**src/pkg/pvlfs_map.svh**
```systemverilog
// Register offsets, reset values, timing counts and band limits for
// the voltage loop filter selection block.
// Assumes inclusion by its bare name from the package and the design.
`ifndef PVLFS_MAP_SVH
`define PVLFS_MAP_SVH
`define PVLFS_ADDR_DITHER    16'hFE1D
`define PVLFS_ADDR_SYNC      16'hFE1E
`define PVLFS_ADDR_VGAIN     16'hFE20
`define PVLFS_ADDR_VZERO     16'hFE21
`define PVLFS_ADDR_FGAIN     16'hFE22
`define PVLFS_ADDR_FZERO     16'hFE23
`define PVLFS_ADDR_FCTL      16'hFE24
`define PVLFS_ADDR_STATUS    16'hFEF0
`define PVLFS_RST_DITHER     7'h00
`define PVLFS_RST_BYTE       8'h00
`define PVLFS_UNMAPPED_DATA  8'h00
`define PVLFS_CLK_PERIOD_NS  8
`define PVLFS_DITHER_LSB_NS  40000
`define PVLFS_BAND_BASE      16
`define PVLFS_LT_MARGIN      31
`endif

```
**src/pkg/pvlfs_pkg.sv**
```systemverilog
// Types shared by the voltage loop filter selection block.
// Assumes the map header is on the include path.
`include "pvlfs_map.svh"
package pvlfs_pkg;
  typedef struct packed {
    logic [7:0] gain;
    logic [7:0] zero;
  } pvlfs_coef_t;
  // Layout matches the fast loop control byte, bit 7 down to bit 0.
  typedef struct packed {
    logic       lt_en;
    logic [1:0] band;
    logic [2:0] delay;
    logic       ss_en;
    logic       dly_en;
  } pvlfs_ctl_t;
  typedef enum logic [1:0] {
    PVLFS_NORMAL,
    PVLFS_FAST,
    PVLFS_HOLD
  } pvlfs_state_t;
endpackage

```
**src/pvlfs_top.sv**
```systemverilog
// Voltage loop filter selection: coefficient store, normal/fast filter
// choice, dithering update timer and external sync frequency divider.
// Assumes all inputs are synchronous to sys_clk and strobes last one cycle.
`timescale 1ns/1ps
`default_nettype none
`include "pvlfs_map.svh"
module pvlfs_top #(
  parameter int ERR_W       = 12,
  parameter int TICK_CYCLES = (`PVLFS_DITHER_LSB_NS + `PVLFS_CLK_PERIOD_NS
                               - 1) / `PVLFS_CLK_PERIOD_NS
) (
  input  wire logic               sys_clk,      // System clock, 125 MHz.
  input  wire logic               reset_n,      // Async reset, active low.
  input  wire logic [15:0]        reg_addr,     // Register address.
  input  wire logic [7:0]         reg_wdata,    // Write data.
  input  wire logic               reg_wr,       // Write strobe.
  input  wire logic               reg_rd,       // Read strobe.
  output logic      [7:0]         reg_rdata,    // Read data, registered.
  output logic                    reg_rvalid,   // Read data valid pulse.
  input  wire logic signed [ERR_W-1:0] vout_err, // Vout error, 1/1024 units.
  input  wire logic               half_cycle,   // Half line cycle strobe.
  input  wire logic               soft_start,   // Soft start in progress.
  input  wire logic               loop_update,  // Loop update boundary.
  input  wire logic               dither_en,    // Dithering active.
  input  wire logic               sync_edge,    // External sync edge strobe.
  output logic                    dither_update, // Frequency update pulse.
  output logic                    sw_tick,      // Switching period tick.
  output pvlfs_pkg::pvlfs_coef_t  coef_out,     // Coefficients in use.
  output logic                    fast_active   // Fast set in use.
);
  import pvlfs_pkg::*;
  // ----------------------------------------------------------------
  // Elaboration checks
  // ----------------------------------------------------------------
  // The band limit plus margin reaches 159, which needs eight bits of
  // magnitude plus a sign.
  if (ERR_W < 9 || TICK_CYCLES < 2) begin : g_param_check
    $error("ERR_W below 9 or TICK_CYCLES below 2");
  end
  localparam int TW = $clog2(TICK_CYCLES);
  function automatic logic [ERR_W-1:0] band_thr(input logic [1:0] code);
    return ERR_W'(`PVLFS_BAND_BASE) << code;
  endfunction

  // ----------------------------------------------------------------
  // Register file
  // ----------------------------------------------------------------
  logic [6:0]  dither_r, dither_nxt;
  logic [7:0]  sync_r, sync_nxt;
  pvlfs_coef_t norm_r, norm_nxt;
  pvlfs_coef_t fastc_r, fastc_nxt;
  pvlfs_ctl_t  ctl_r, ctl_nxt;
  logic [7:0]  rdata_r, rdata_nxt;
  logic        rvalid_r, rvalid_nxt;
  pvlfs_state_t state_r, state_nxt;

  always_comb begin
    dither_nxt = dither_r;
    sync_nxt   = sync_r;
    norm_nxt   = norm_r;
    fastc_nxt  = fastc_r;
    ctl_nxt    = ctl_r;
    if (reg_wr) begin
      if (reg_addr == `PVLFS_ADDR_DITHER) begin
        dither_nxt = reg_wdata[6:0];
      end else if (reg_addr == `PVLFS_ADDR_SYNC) begin
        sync_nxt = reg_wdata;
      end else if (reg_addr == `PVLFS_ADDR_VGAIN) begin
        norm_nxt.gain = reg_wdata;
      end else if (reg_addr == `PVLFS_ADDR_VZERO) begin
        norm_nxt.zero = reg_wdata;
      end else if (reg_addr == `PVLFS_ADDR_FGAIN) begin
        fastc_nxt.gain = reg_wdata;
      end else if (reg_addr == `PVLFS_ADDR_FZERO) begin
        fastc_nxt.zero = reg_wdata;
      end else if (reg_addr == `PVLFS_ADDR_FCTL) begin
        ctl_nxt = pvlfs_ctl_t'(reg_wdata);
      end
    end
  end

  always_comb begin
    rvalid_nxt = reg_rd;
    rdata_nxt  = rdata_r;
    if (reg_rd) begin
      if (reg_addr == `PVLFS_ADDR_DITHER) begin
        rdata_nxt = {1'b0, dither_r};
      end else if (reg_addr == `PVLFS_ADDR_SYNC) begin
        rdata_nxt = sync_r;
      end else if (reg_addr == `PVLFS_ADDR_VGAIN) begin
        rdata_nxt = norm_r.gain;
      end else if (reg_addr == `PVLFS_ADDR_VZERO) begin
        rdata_nxt = norm_r.zero;
      end else if (reg_addr == `PVLFS_ADDR_FGAIN) begin
        rdata_nxt = fastc_r.gain;
      end else if (reg_addr == `PVLFS_ADDR_FZERO) begin
        rdata_nxt = fastc_r.zero;
      end else if (reg_addr == `PVLFS_ADDR_FCTL) begin
        rdata_nxt = ctl_r;
      end else if (reg_addr == `PVLFS_ADDR_STATUS) begin
        rdata_nxt = {4'h0, state_r, fast_active, 1'b0};
      end else begin
        rdata_nxt = `PVLFS_UNMAPPED_DATA;
      end
    end
  end

  always_ff @(posedge sys_clk or negedge reset_n) begin
    if (!reset_n) begin
      dither_r <= `PVLFS_RST_DITHER;
      sync_r   <= `PVLFS_RST_BYTE;
      norm_r   <= {`PVLFS_RST_BYTE, `PVLFS_RST_BYTE};
      fastc_r  <= {`PVLFS_RST_BYTE, `PVLFS_RST_BYTE};
      ctl_r    <= `PVLFS_RST_BYTE;
      rdata_r  <= `PVLFS_RST_BYTE;
      rvalid_r <= 1'b0;
    end else begin
      dither_r <= dither_nxt;
      sync_r   <= sync_nxt;
      norm_r   <= norm_nxt;
      fastc_r  <= fastc_nxt;
      ctl_r    <= ctl_nxt;
      rdata_r  <= rdata_nxt;
      rvalid_r <= rvalid_nxt;
    end
  end

  assign reg_rdata  = rdata_r;
  assign reg_rvalid = rvalid_r;

  // ----------------------------------------------------------------
  // Dithering timer and sync divider
  // ----------------------------------------------------------------
  logic [TW-1:0] tick_r, tick_nxt;
  logic [6:0]    per_r, per_nxt;
  logic          dupd_r, dupd_nxt;
  logic [1:0]    scnt_r, scnt_nxt;
  logic          swt_r, swt_nxt;

  always_comb begin
    tick_nxt = tick_r;
    per_nxt  = per_r;
    dupd_nxt = 1'b0;
    scnt_nxt = scnt_r;
    swt_nxt  = 1'b0;
    // dithering update period
    // A period of zero never updates, so dithering is stalled safely.
    if (!dither_en) begin
      tick_nxt = '0;
      per_nxt  = '0;
    end else if (tick_r == TW'(TICK_CYCLES - 1)) begin
      tick_nxt = '0;
      if (dither_r != 7'h00 && per_r + 7'h01 == dither_r) begin
        per_nxt  = '0;
        dupd_nxt = 1'b1;
      end else begin
        per_nxt = per_r + 7'h01;
      end
    end else begin
      tick_nxt = tick_r + TW'(1);
    end
    if (sync_edge) begin
      if (scnt_r >= sync_r[1:0]) begin
        scnt_nxt = '0;
        swt_nxt  = 1'b1;
      end else begin
        scnt_nxt = scnt_r + 2'h1;
      end
    end
  end

  always_ff @(posedge sys_clk or negedge reset_n) begin
    if (!reset_n) begin
      tick_r <= '0;
      per_r  <= '0;
      dupd_r <= 1'b0;
      scnt_r <= '0;
      swt_r  <= 1'b0;
    end else begin
      tick_r <= tick_nxt;
      per_r  <= per_nxt;
      dupd_r <= dupd_nxt;
      scnt_r <= scnt_nxt;
      swt_r  <= swt_nxt;
    end
  end

  assign dither_update = dupd_r;
  assign sw_tick       = swt_r;

  // ----------------------------------------------------------------
  // Filter selection
  // ----------------------------------------------------------------
  logic [ERR_W-1:0] err_mag;
  logic [ERR_W-1:0] thr;
  logic             out_band;
  logic             overshoot;
  logic             trig;
  logic [2:0]       hcnt_r, hcnt_nxt;
  logic             self_r, self_nxt;
  pvlfs_coef_t      coef_r, coef_nxt;
  assign thr      = band_thr(ctl_r.band);
  assign err_mag  = vout_err[ERR_W-1] ? ERR_W'(-vout_err) : ERR_W'(vout_err);
  assign out_band = err_mag > thr;
  assign overshoot = !vout_err[ERR_W-1] &&
                     (ERR_W'(vout_err) > thr + ERR_W'(`PVLFS_LT_MARGIN));
  assign trig = (ctl_r.lt_en && overshoot) ||
                (ctl_r.ss_en && soft_start) ||
                (ctl_r.dly_en && out_band);

  always_comb begin
    state_nxt = state_r;
    hcnt_nxt  = hcnt_r;
    case (state_r)
      PVLFS_NORMAL: begin
        if (trig) begin
          state_nxt = PVLFS_FAST;
        end
      end
      PVLFS_FAST: begin
        // start return delay once in band
        if (!out_band && !(ctl_r.ss_en && soft_start)) begin
          hcnt_nxt  = '0;
          state_nxt = (ctl_r.delay == 3'h0) ? PVLFS_NORMAL : PVLFS_HOLD;
        end
      end
      PVLFS_HOLD: begin
        if (trig) begin
          state_nxt = PVLFS_FAST;
        end else if (half_cycle) begin
          hcnt_nxt = hcnt_r + 3'h1;
          if (hcnt_r + 3'h1 >= ctl_r.delay) begin
            state_nxt = PVLFS_NORMAL;
          end
        end
      end
      default: begin
        state_nxt = PVLFS_NORMAL;
      end
    endcase
  end

  always_comb begin
    self_nxt = self_r;
    coef_nxt = coef_r;
    if (loop_update) begin
      self_nxt = (state_r != PVLFS_NORMAL);
      coef_nxt = (state_r != PVLFS_NORMAL) ? fastc_r : norm_r;
    end
  end

  always_ff @(posedge sys_clk or negedge reset_n) begin
    if (!reset_n) begin
      state_r <= PVLFS_NORMAL;
      hcnt_r  <= '0;
      self_r  <= 1'b0;
      coef_r  <= {`PVLFS_RST_BYTE, `PVLFS_RST_BYTE};
    end else begin
      state_r <= state_nxt;
      hcnt_r  <= hcnt_nxt;
      self_r  <= self_nxt;
      coef_r  <= coef_nxt;
    end
  end

  assign coef_out    = coef_r;
  assign fast_active = self_r;
endmodule
`default_nettype wire

```
**config.mk**
```make
export PLATFORM = sky130hd
export DESIGN_NAME = pvlfs_top
export DESIGN_NICKNAME = d
export VERILOG_FILES = /design/src/pkg/pvlfs_pkg.sv /design/src/pvlfs_top.sv
export VERILOG_INCLUDE_DIRS = /design/src /design/src/pkg
export SDC_FILE = /design/constraint.sdc
export NUM_CORES = 1
export LEC_CHECK = 0
export BUFFER_PORTS_ARGS = -buffer_cell sky130_fd_sc_hd__buf_2
export CAP_MARGIN = 10
export CELL_PAD_IN_SITES_DETAIL_PLACEMENT = 2
export CELL_PAD_IN_SITES_GLOBAL_PLACEMENT = 2
export CORE_MARGIN = 5
export CORE_UTILIZATION = 41
export DETAILED_ROUTE_END_ITERATION = 8
export GPL_TIMING_DRIVEN = 0
export HOLD_SLACK_MARGIN = 0.02
export PLACE_DENSITY = 0.84
export SKIP_CTS_REPAIR_TIMING = 1
export SLEW_MARGIN = 25
export SYNTH_ARGS = -nofsm -noshare
export SYNTH_HDL_FRONTEND = slang
export SYNTH_SLANG_ARGS = --single-unit
export TNS_END_PERCENT = 10
```
**constraint.sdc**
```tcl
create_clock -name sys_clk -period 5.25 [get_ports sys_clk]
set_input_delay 0.525 -clock sys_clk [delete_from_list [all_inputs] [get_ports sys_clk]]
set_output_delay 0.525 -clock sys_clk [all_outputs]
set_load 0.02 [all_outputs]
```
# Word level (Yosys, flattened, before mapping)
# Index checks and enable logic that the tools add are counted.
[totals]
in_bits = 45
romBits = 0
out_inout_bits = 28
elab_cells = 116
register_bits = 110
mem_bits_rw = 0
latchBits = 0
n_memories = 0
[op_classes]
n_eq_ne = 19
multipliers = 0
muxes = 32
n_div = 0
n_bitwise = 6
reduce_logical = 25
order_cmp = 4
shift = 1
add_sub_neg = 6
[ops]
columns = ["operator", "count"]
rows = [
  ["$eq A16 B16 Y1 const B", 8],
  ["$mux W8", 7],
  ["$mux W13", 2],
  ["$gt A12 B12 Y1", 2],
  ["$mux W7", 3],
  ["$mux W16", 1],
  ["$mux W2", 7],
  ["$add A13 B1 Y13 const B", 1],
  ["$eq A13 B13 Y1 const B", 1],
  ["$add A12 B5 Y12 const B", 1],
  ["$mux W12", 1],
  ["$neg A12 Y12", 1],
  ["$reduce_and A4 Y1", 3],
  ["$shl A5 B2 Y12 const A", 1],
  ["$mux W3", 3],
  ["$ne A2 B2 Y1 const B", 4],
  ["$reduce_and A8 Y1", 1],
  ["$add A7 B1 Y7 const B", 1],
  ["$eq A7 B7 Y1", 1],
  ["$reduce_and A7 Y1", 1],
  ["$reduce_bool A7 Y1", 1],
  ["$logic_and A1 B1 Y1", 6],
  ["$ne A3 B3 Y1 const B", 2],
  ["$not A1 Y1", 6],
  ["other kinds (20)", 28],
]

# Longest topological paths before layout
[depth]
depth_word = 9
mapped_depth = 12
ltp_nobuf = 12

# Least setup slack after synthesis
# OpenSTA, ideal clock, no wires.
[synth_path]
path_type = "input-to-reg"
from = "input port vout_err[5]"
to = "register state_r[1]"
setup_ns = 0.067
path_slack_ns = 2.322
t_arrival_ns = 2.862
stages = 11
n_path_buf = 0
t_required_ns = 5.183
path_cell_list = "nor4_4 > nand2_1 > o21ai_0 > xnor2_1 > ha_1 > nand4_1 > a2111oi_1 > a311oi_1 > or4_1 > nor2_2 > a32o_2"
[synth_via]
elab_chain_len = 7
word_cells_on_any_way = 18
cone_classes = "1 x add/sub; 2 x order compare; 4 x eq/ne; 3 x mux; 8 x reduce/logical"
[synth_rtl]
columns = ["element", "line", "source"]
rows = [
  ["start, declared", "pvlfs_top.sv:20", "input wire logic signed [ERR_W-1:0] vout_err,"],
  ["$neg A12 Y12 / $gt A12 B12 Y1 (equally long branches)", "pvlfs_top.sv:203, pvlfs_top.sv:206", ""],
  ["$mux W12 / $logic_and A1 B1 Y1 (equally long branches)", "pvlfs_top.sv:203, pvlfs_top.sv:205", ""],
  ["$gt A12 B12 Y1 / $logic_and A1 B1 Y1 (equally long branches)", "pvlfs_top.sv:204, pvlfs_top.sv:207", ""],
  ["$logic_and A1 B1 Y1 (tied with other cells)", "pvlfs_top.sv:209", "(ctl_r.dly_en && out_band);"],
  ["$logic_or A1 B1 Y1 / $logic_and A1 B1 Y1 (equally long branches)", "pvlfs_top.sv:208, pvlfs_top.sv:222", ""],
  ["$ne A3 B3 Y1 (no source line) (tied with other cells)", "n/a", ""],
  ["$reduce_and A4 Y1 (no source line) / $pmux W2 S3 (equally long branches)", "n/a", ""],
  ["end signal, assigned", "pvlfs_top.sv:259", "state_r <= state_nxt;"],
  ["end, declared", "pvlfs_top.sv:55", "pvlfs_state_t state_r, state_nxt;"],
]
# Several ways; a longest one is shown, not always the timed one.
# A chain may end at the register's enable or synchronous reset.

# Final worst setup path
[layout_path]
from = "input port vout_err[5]"
to = "register hcnt_r[2]"
[layout_via]
elab_chain_len = 7
word_cells_on_any_way = 14
cone_classes = "1 x add/sub; 2 x order compare; 2 x eq/ne; 1 x mux; 8 x reduce/logical"
[layout_rtl]
columns = ["element", "line", "source"]
rows = [
  ["$neg A12 Y12 / $gt A12 B12 Y1 (equally long branches)", "pvlfs_top.sv:203, pvlfs_top.sv:206", ""],
  ["$mux W12 / $logic_and A1 B1 Y1 (equally long branches)", "pvlfs_top.sv:203, pvlfs_top.sv:205", ""],
  ["$gt A12 B12 Y1 / $logic_and A1 B1 Y1 (equally long branches)", "pvlfs_top.sv:204, pvlfs_top.sv:207", ""],
  ["$logic_and A1 B1 Y1 (tied with other cells)", "pvlfs_top.sv:209", ""],
  ["$logic_or A1 B1 Y1 / $logic_and A1 B1 Y1 (equally long branches)", "pvlfs_top.sv:208, pvlfs_top.sv:222", ""],
  ["$ne A2 B2 Y1 (no source line)", "n/a", ""],
  ["$reduce_and A4 Y1 (no source line) (*)", "n/a", ""],
  ["end signal, assigned", "pvlfs_top.sv:260", "hcnt_r <= hcnt_nxt;"],
  ["end, declared", "pvlfs_top.sv:199", "logic [2:0] hcnt_r, hcnt_nxt;"],
]
# Every way passes the cells marked *; elsewhere a longest branch is shown, timed or not.

==> impl_metrics.csv <==
group,metric,value,unit
synthesis,syn_nets,646,
sta,period_share,0.609,
sta,slew_headroom,0.355,
clock_network,cts_tree,"done",
synthesis,seq_area_frac_synth,0.455,
cells_and_area,drive_gt1_frac,0.234,
cells_and_area,seq_area,0.00275,mm2
cells_and_area,areaGrowthSynthToFinish,14.8,%
setup_path,r2r_end,"hcnt_r[2]",
floorplan,die_w,132,um
detailed_routing,wl_met2,10600,um
sta,setup_tns,0,ps
pwr,leakage,0.00325,uW
sta,maxSlewViolCount,0,
setup_path,rr_startpoint,"ctl_r[6]",
detailed_routing,via_per_inst,5.95,
pwr,ir_drop,0.000166,V
cells_and_area,diodes,0,
sta,period_minus_slack,3200,ps
clock_network,cts_max_level,3,
floorplan,num_io_pins,73,
setup_path,worstSetupEndpointType,"flop",
floorplan,start_util,0.417,
setup_path,crit_path_max_incr_delay,530,ps
synthesis,ys.flop_type,"dfrtp_1",
sta,rsz0062_at_grt,"false",
clock_network,path_clk_slew,90,ps
sta,hold_violations,0,
synthesis,netlist_area,0.00605,mm2
setup_path,crit_chain,"buf_2 > nor4_4 > nand2_1 > o21ai_0 > xnor2_1 > ha_1 > nand4_1 > a2111oi_1 > a31oi_1 > o41ai_1 > a21o_1 > o311ai_1",
synthesis,yosys_warnings,0,
setup_path,cp-start-kind,"input pin",
synthesis,syn_inst,583,
detailed_routing,drt-initial-drc-count,236,
placed_design,hpwl,15100,um
global_route,grt_usage,0.241,
cells_and_area,nNetsFinal,728,
setup_path,worstPathMaxFanout,6,
sta,setup_viol,0,
placed_design,place_congestion,0.856,
cells_and_area,n_fill_cell,1555,
synthesis,ys_types,70,
detailed_routing,antenna_left,0,
floorplan,die-area,0.0173,mm2
synthesis,syn_area_per_cell,10.4,um2
synthesis,synth-seq-cells,110,
floorplan,coreArea,0.0145,mm2
synthesis,synth_edf_count,0,
sta,worst_slew_pin_slew,965,ps
global_route,grt_max_degree,68,
detailed_routing,first_pass_iters,6,
floorplan,rows,44,
pwr,powerDensity,285,mW/mm2
synthesis,async_reset_ff_frac,1.00,
detailed_routing,top_layer,"met4",
sta,skew,15.4,ps
clock_network,numClockSinks,110,
clock_network,cts_buffer_depth,2,
setup_path,worstSetupPathType,"input pin to flop",
clock_network,cts_inserted_buffers,9,
setup_path,reg2reg_slack,2390,ps
min_path,hp-class,"input pin to async pin",
detailed_routing,via_count,5079,
detailed_routing,met3_length,632,um
cells_and_area,final_common_cell,"dfrtp_1",
setup_path,slowest_stage,"o41ai_1",
cells_and_area,multiInputGateArea,0.00314,mm2
placed_design,port_buffers,70,
clock_network,cts-root-buf,"clkbuf_16",
global_route,grt_pass1_vias,5714,
setup_path,worstPathRequired,5470,ps
run_status,status,"finished clean",
sta,fmax,313,MHz
global_route,grt_overflow,0,
run,maxCapViolCount,0,
setup_path,critical_path.endpoint,"hcnt_r[2]",
setup_path,critPathArrivalTime,3410,ps
pwr,finalPower,1980,uW
setup_path,crit_start,"vout_err[5]",
setup_path,reg2reg_depth,8,
global_route,grt_first_pass_wirelength,33500,um
cells_and_area,final_cell_mix,"dfrtp_1, buf_2, nor2_1",
detailed_routing,routedWlPerCell,24.2,um
clock_network,insertion_delay,360,ps
detailed_routing,wirelength,20700,um
global_route,grt_antenna_before_repair,0,
detailed_routing,wl_met1,9080,um
floorplan,die_y,132,um
detailed_routing,drc,0,
==> where the power goes <==
group | switching (uW) | total (uW) | internal [uW]
logic | 235 | 380 | 146
registers | 31.4 | 915 | 883
clock network | 354 | 686 | 332
==> worst min path at each step <==
stage                          from          end  cells after the start
after floorplan             reset_n  coef_out[0]                      0
after global placement    tick_r[0]    tick_r[0]                      1
after detailed placement    reset_n     per_r[4]                      1
after CTS                   reset_n   fastc_r[9]                      1
after global routing        reset_n   fastc_r[9]                      1
final                       reset_n   fastc_r[9]                      1
==> through the flow <==
| stage | setup WS [ps] | std cells | area, um2 | utilization | hold WS [ps] |
|---|---|---|---|---|---|
| after floorplan | 2320 | 583 | 6050 | - | 229 |
| after detailed placement | 1670 | 838 | 6670 | 0.459 | 489 |
| after global placement | 1790 | 837 | 6640 | 0.457 | 471 |
| final | 2050 | 854 | 6950 | 0.478 | 91.8 |
| after global routing | 1820 | 854 | 6950 | 0.478 | 114 |
| after CTS | 2020 | 854 | 6950 | 0.478 | 99.9 |
==> cell families after synthesis <==
| family | count (synthesis) | share of synthesized area |
|---|---|---|
| XOR/XNOR | 30 | 0.0479 |
| multiplexers | 76 | 0.137 |
| adder cells (fa/ha/maj) | 18 | 0.0372 |
| buffers and inverters | 37 | 0.0267 |
| flip-flops | 110 | 0.455 |
| AND/OR/NAND/NOR | 208 | 0.181 |
| AO/OA/AOI/OAI | 104 | 0.116 |
==> synthesized netlist by cell type (all sizes together) (4+ instances only) <==
library cell / n / area share
o211ai: 5 / 0.0062
nand4: 10 / 0.010
xor2: 14 / 0.020
nand2: 47 / 0.029
ha: 18 / 0.037
mux2i: 20 / 0.033
nor3: 16 / 0.014
inv: 15 / 0.0093
xnor2: 14 / 0.020
a31oi: 4 / 0.0052
a221oi: 7 / 0.010
nor3b: 4 / 0.0050
nand2b: 8 / 0.0083
mux2: 56 / 0.10
nor2: 64 / 0.042
o21ai: 25 / 0.021
and4: 4 / 0.0058
dfrtp: 110 / 0.45
a21oi: 24 / 0.020
o22ai: 4 / 0.0041
nor4b: 8 / 0.013
nand3: 15 / 0.012
nor2b: 9 / 0.0093
clkbuf: 19 / 0.015
nor4: 7 / 0.012
==> cell type report <==
class                      instances  area share
timing repair buffer              71      0.0553
clock buffer                      10      0.0329
sequential                       110       0.396
tap                              184      0.0331
multi-input combinational        436       0.452
inverter                          15     0.00810
buffer                            22      0.0151
clock inverter                     6     0.00774
==> layer usage <==
| layer | GRT usage | vias to the layer above |
|---|---|---|
| met5 | 0 | - |
| met4 | 0.0571 | 0 |
| met3 | 0.0375 | 23 |
| met2 | 0.427 | 109 |
| met1 | 0.311 | 2662 |
| li1 | - | 2285 |
==> state kept, by name, indices dropped and copies added (netlist names), 8 cells and up <==
register and cells:
reg_rdata 8, ctl_r 8, norm_r 16, fastc_r 16
sync_r 8, tick_r 13, coef_out 16
==> critical path, delay by kind of cell <==
family,cells,cell delay (ps)
compound gates,6,1700
xor+xnor,1,100
fa+ha+maj,1,310
buf+inv,1,140
simple gates,3,640
(Power assumes the default switching activity.)
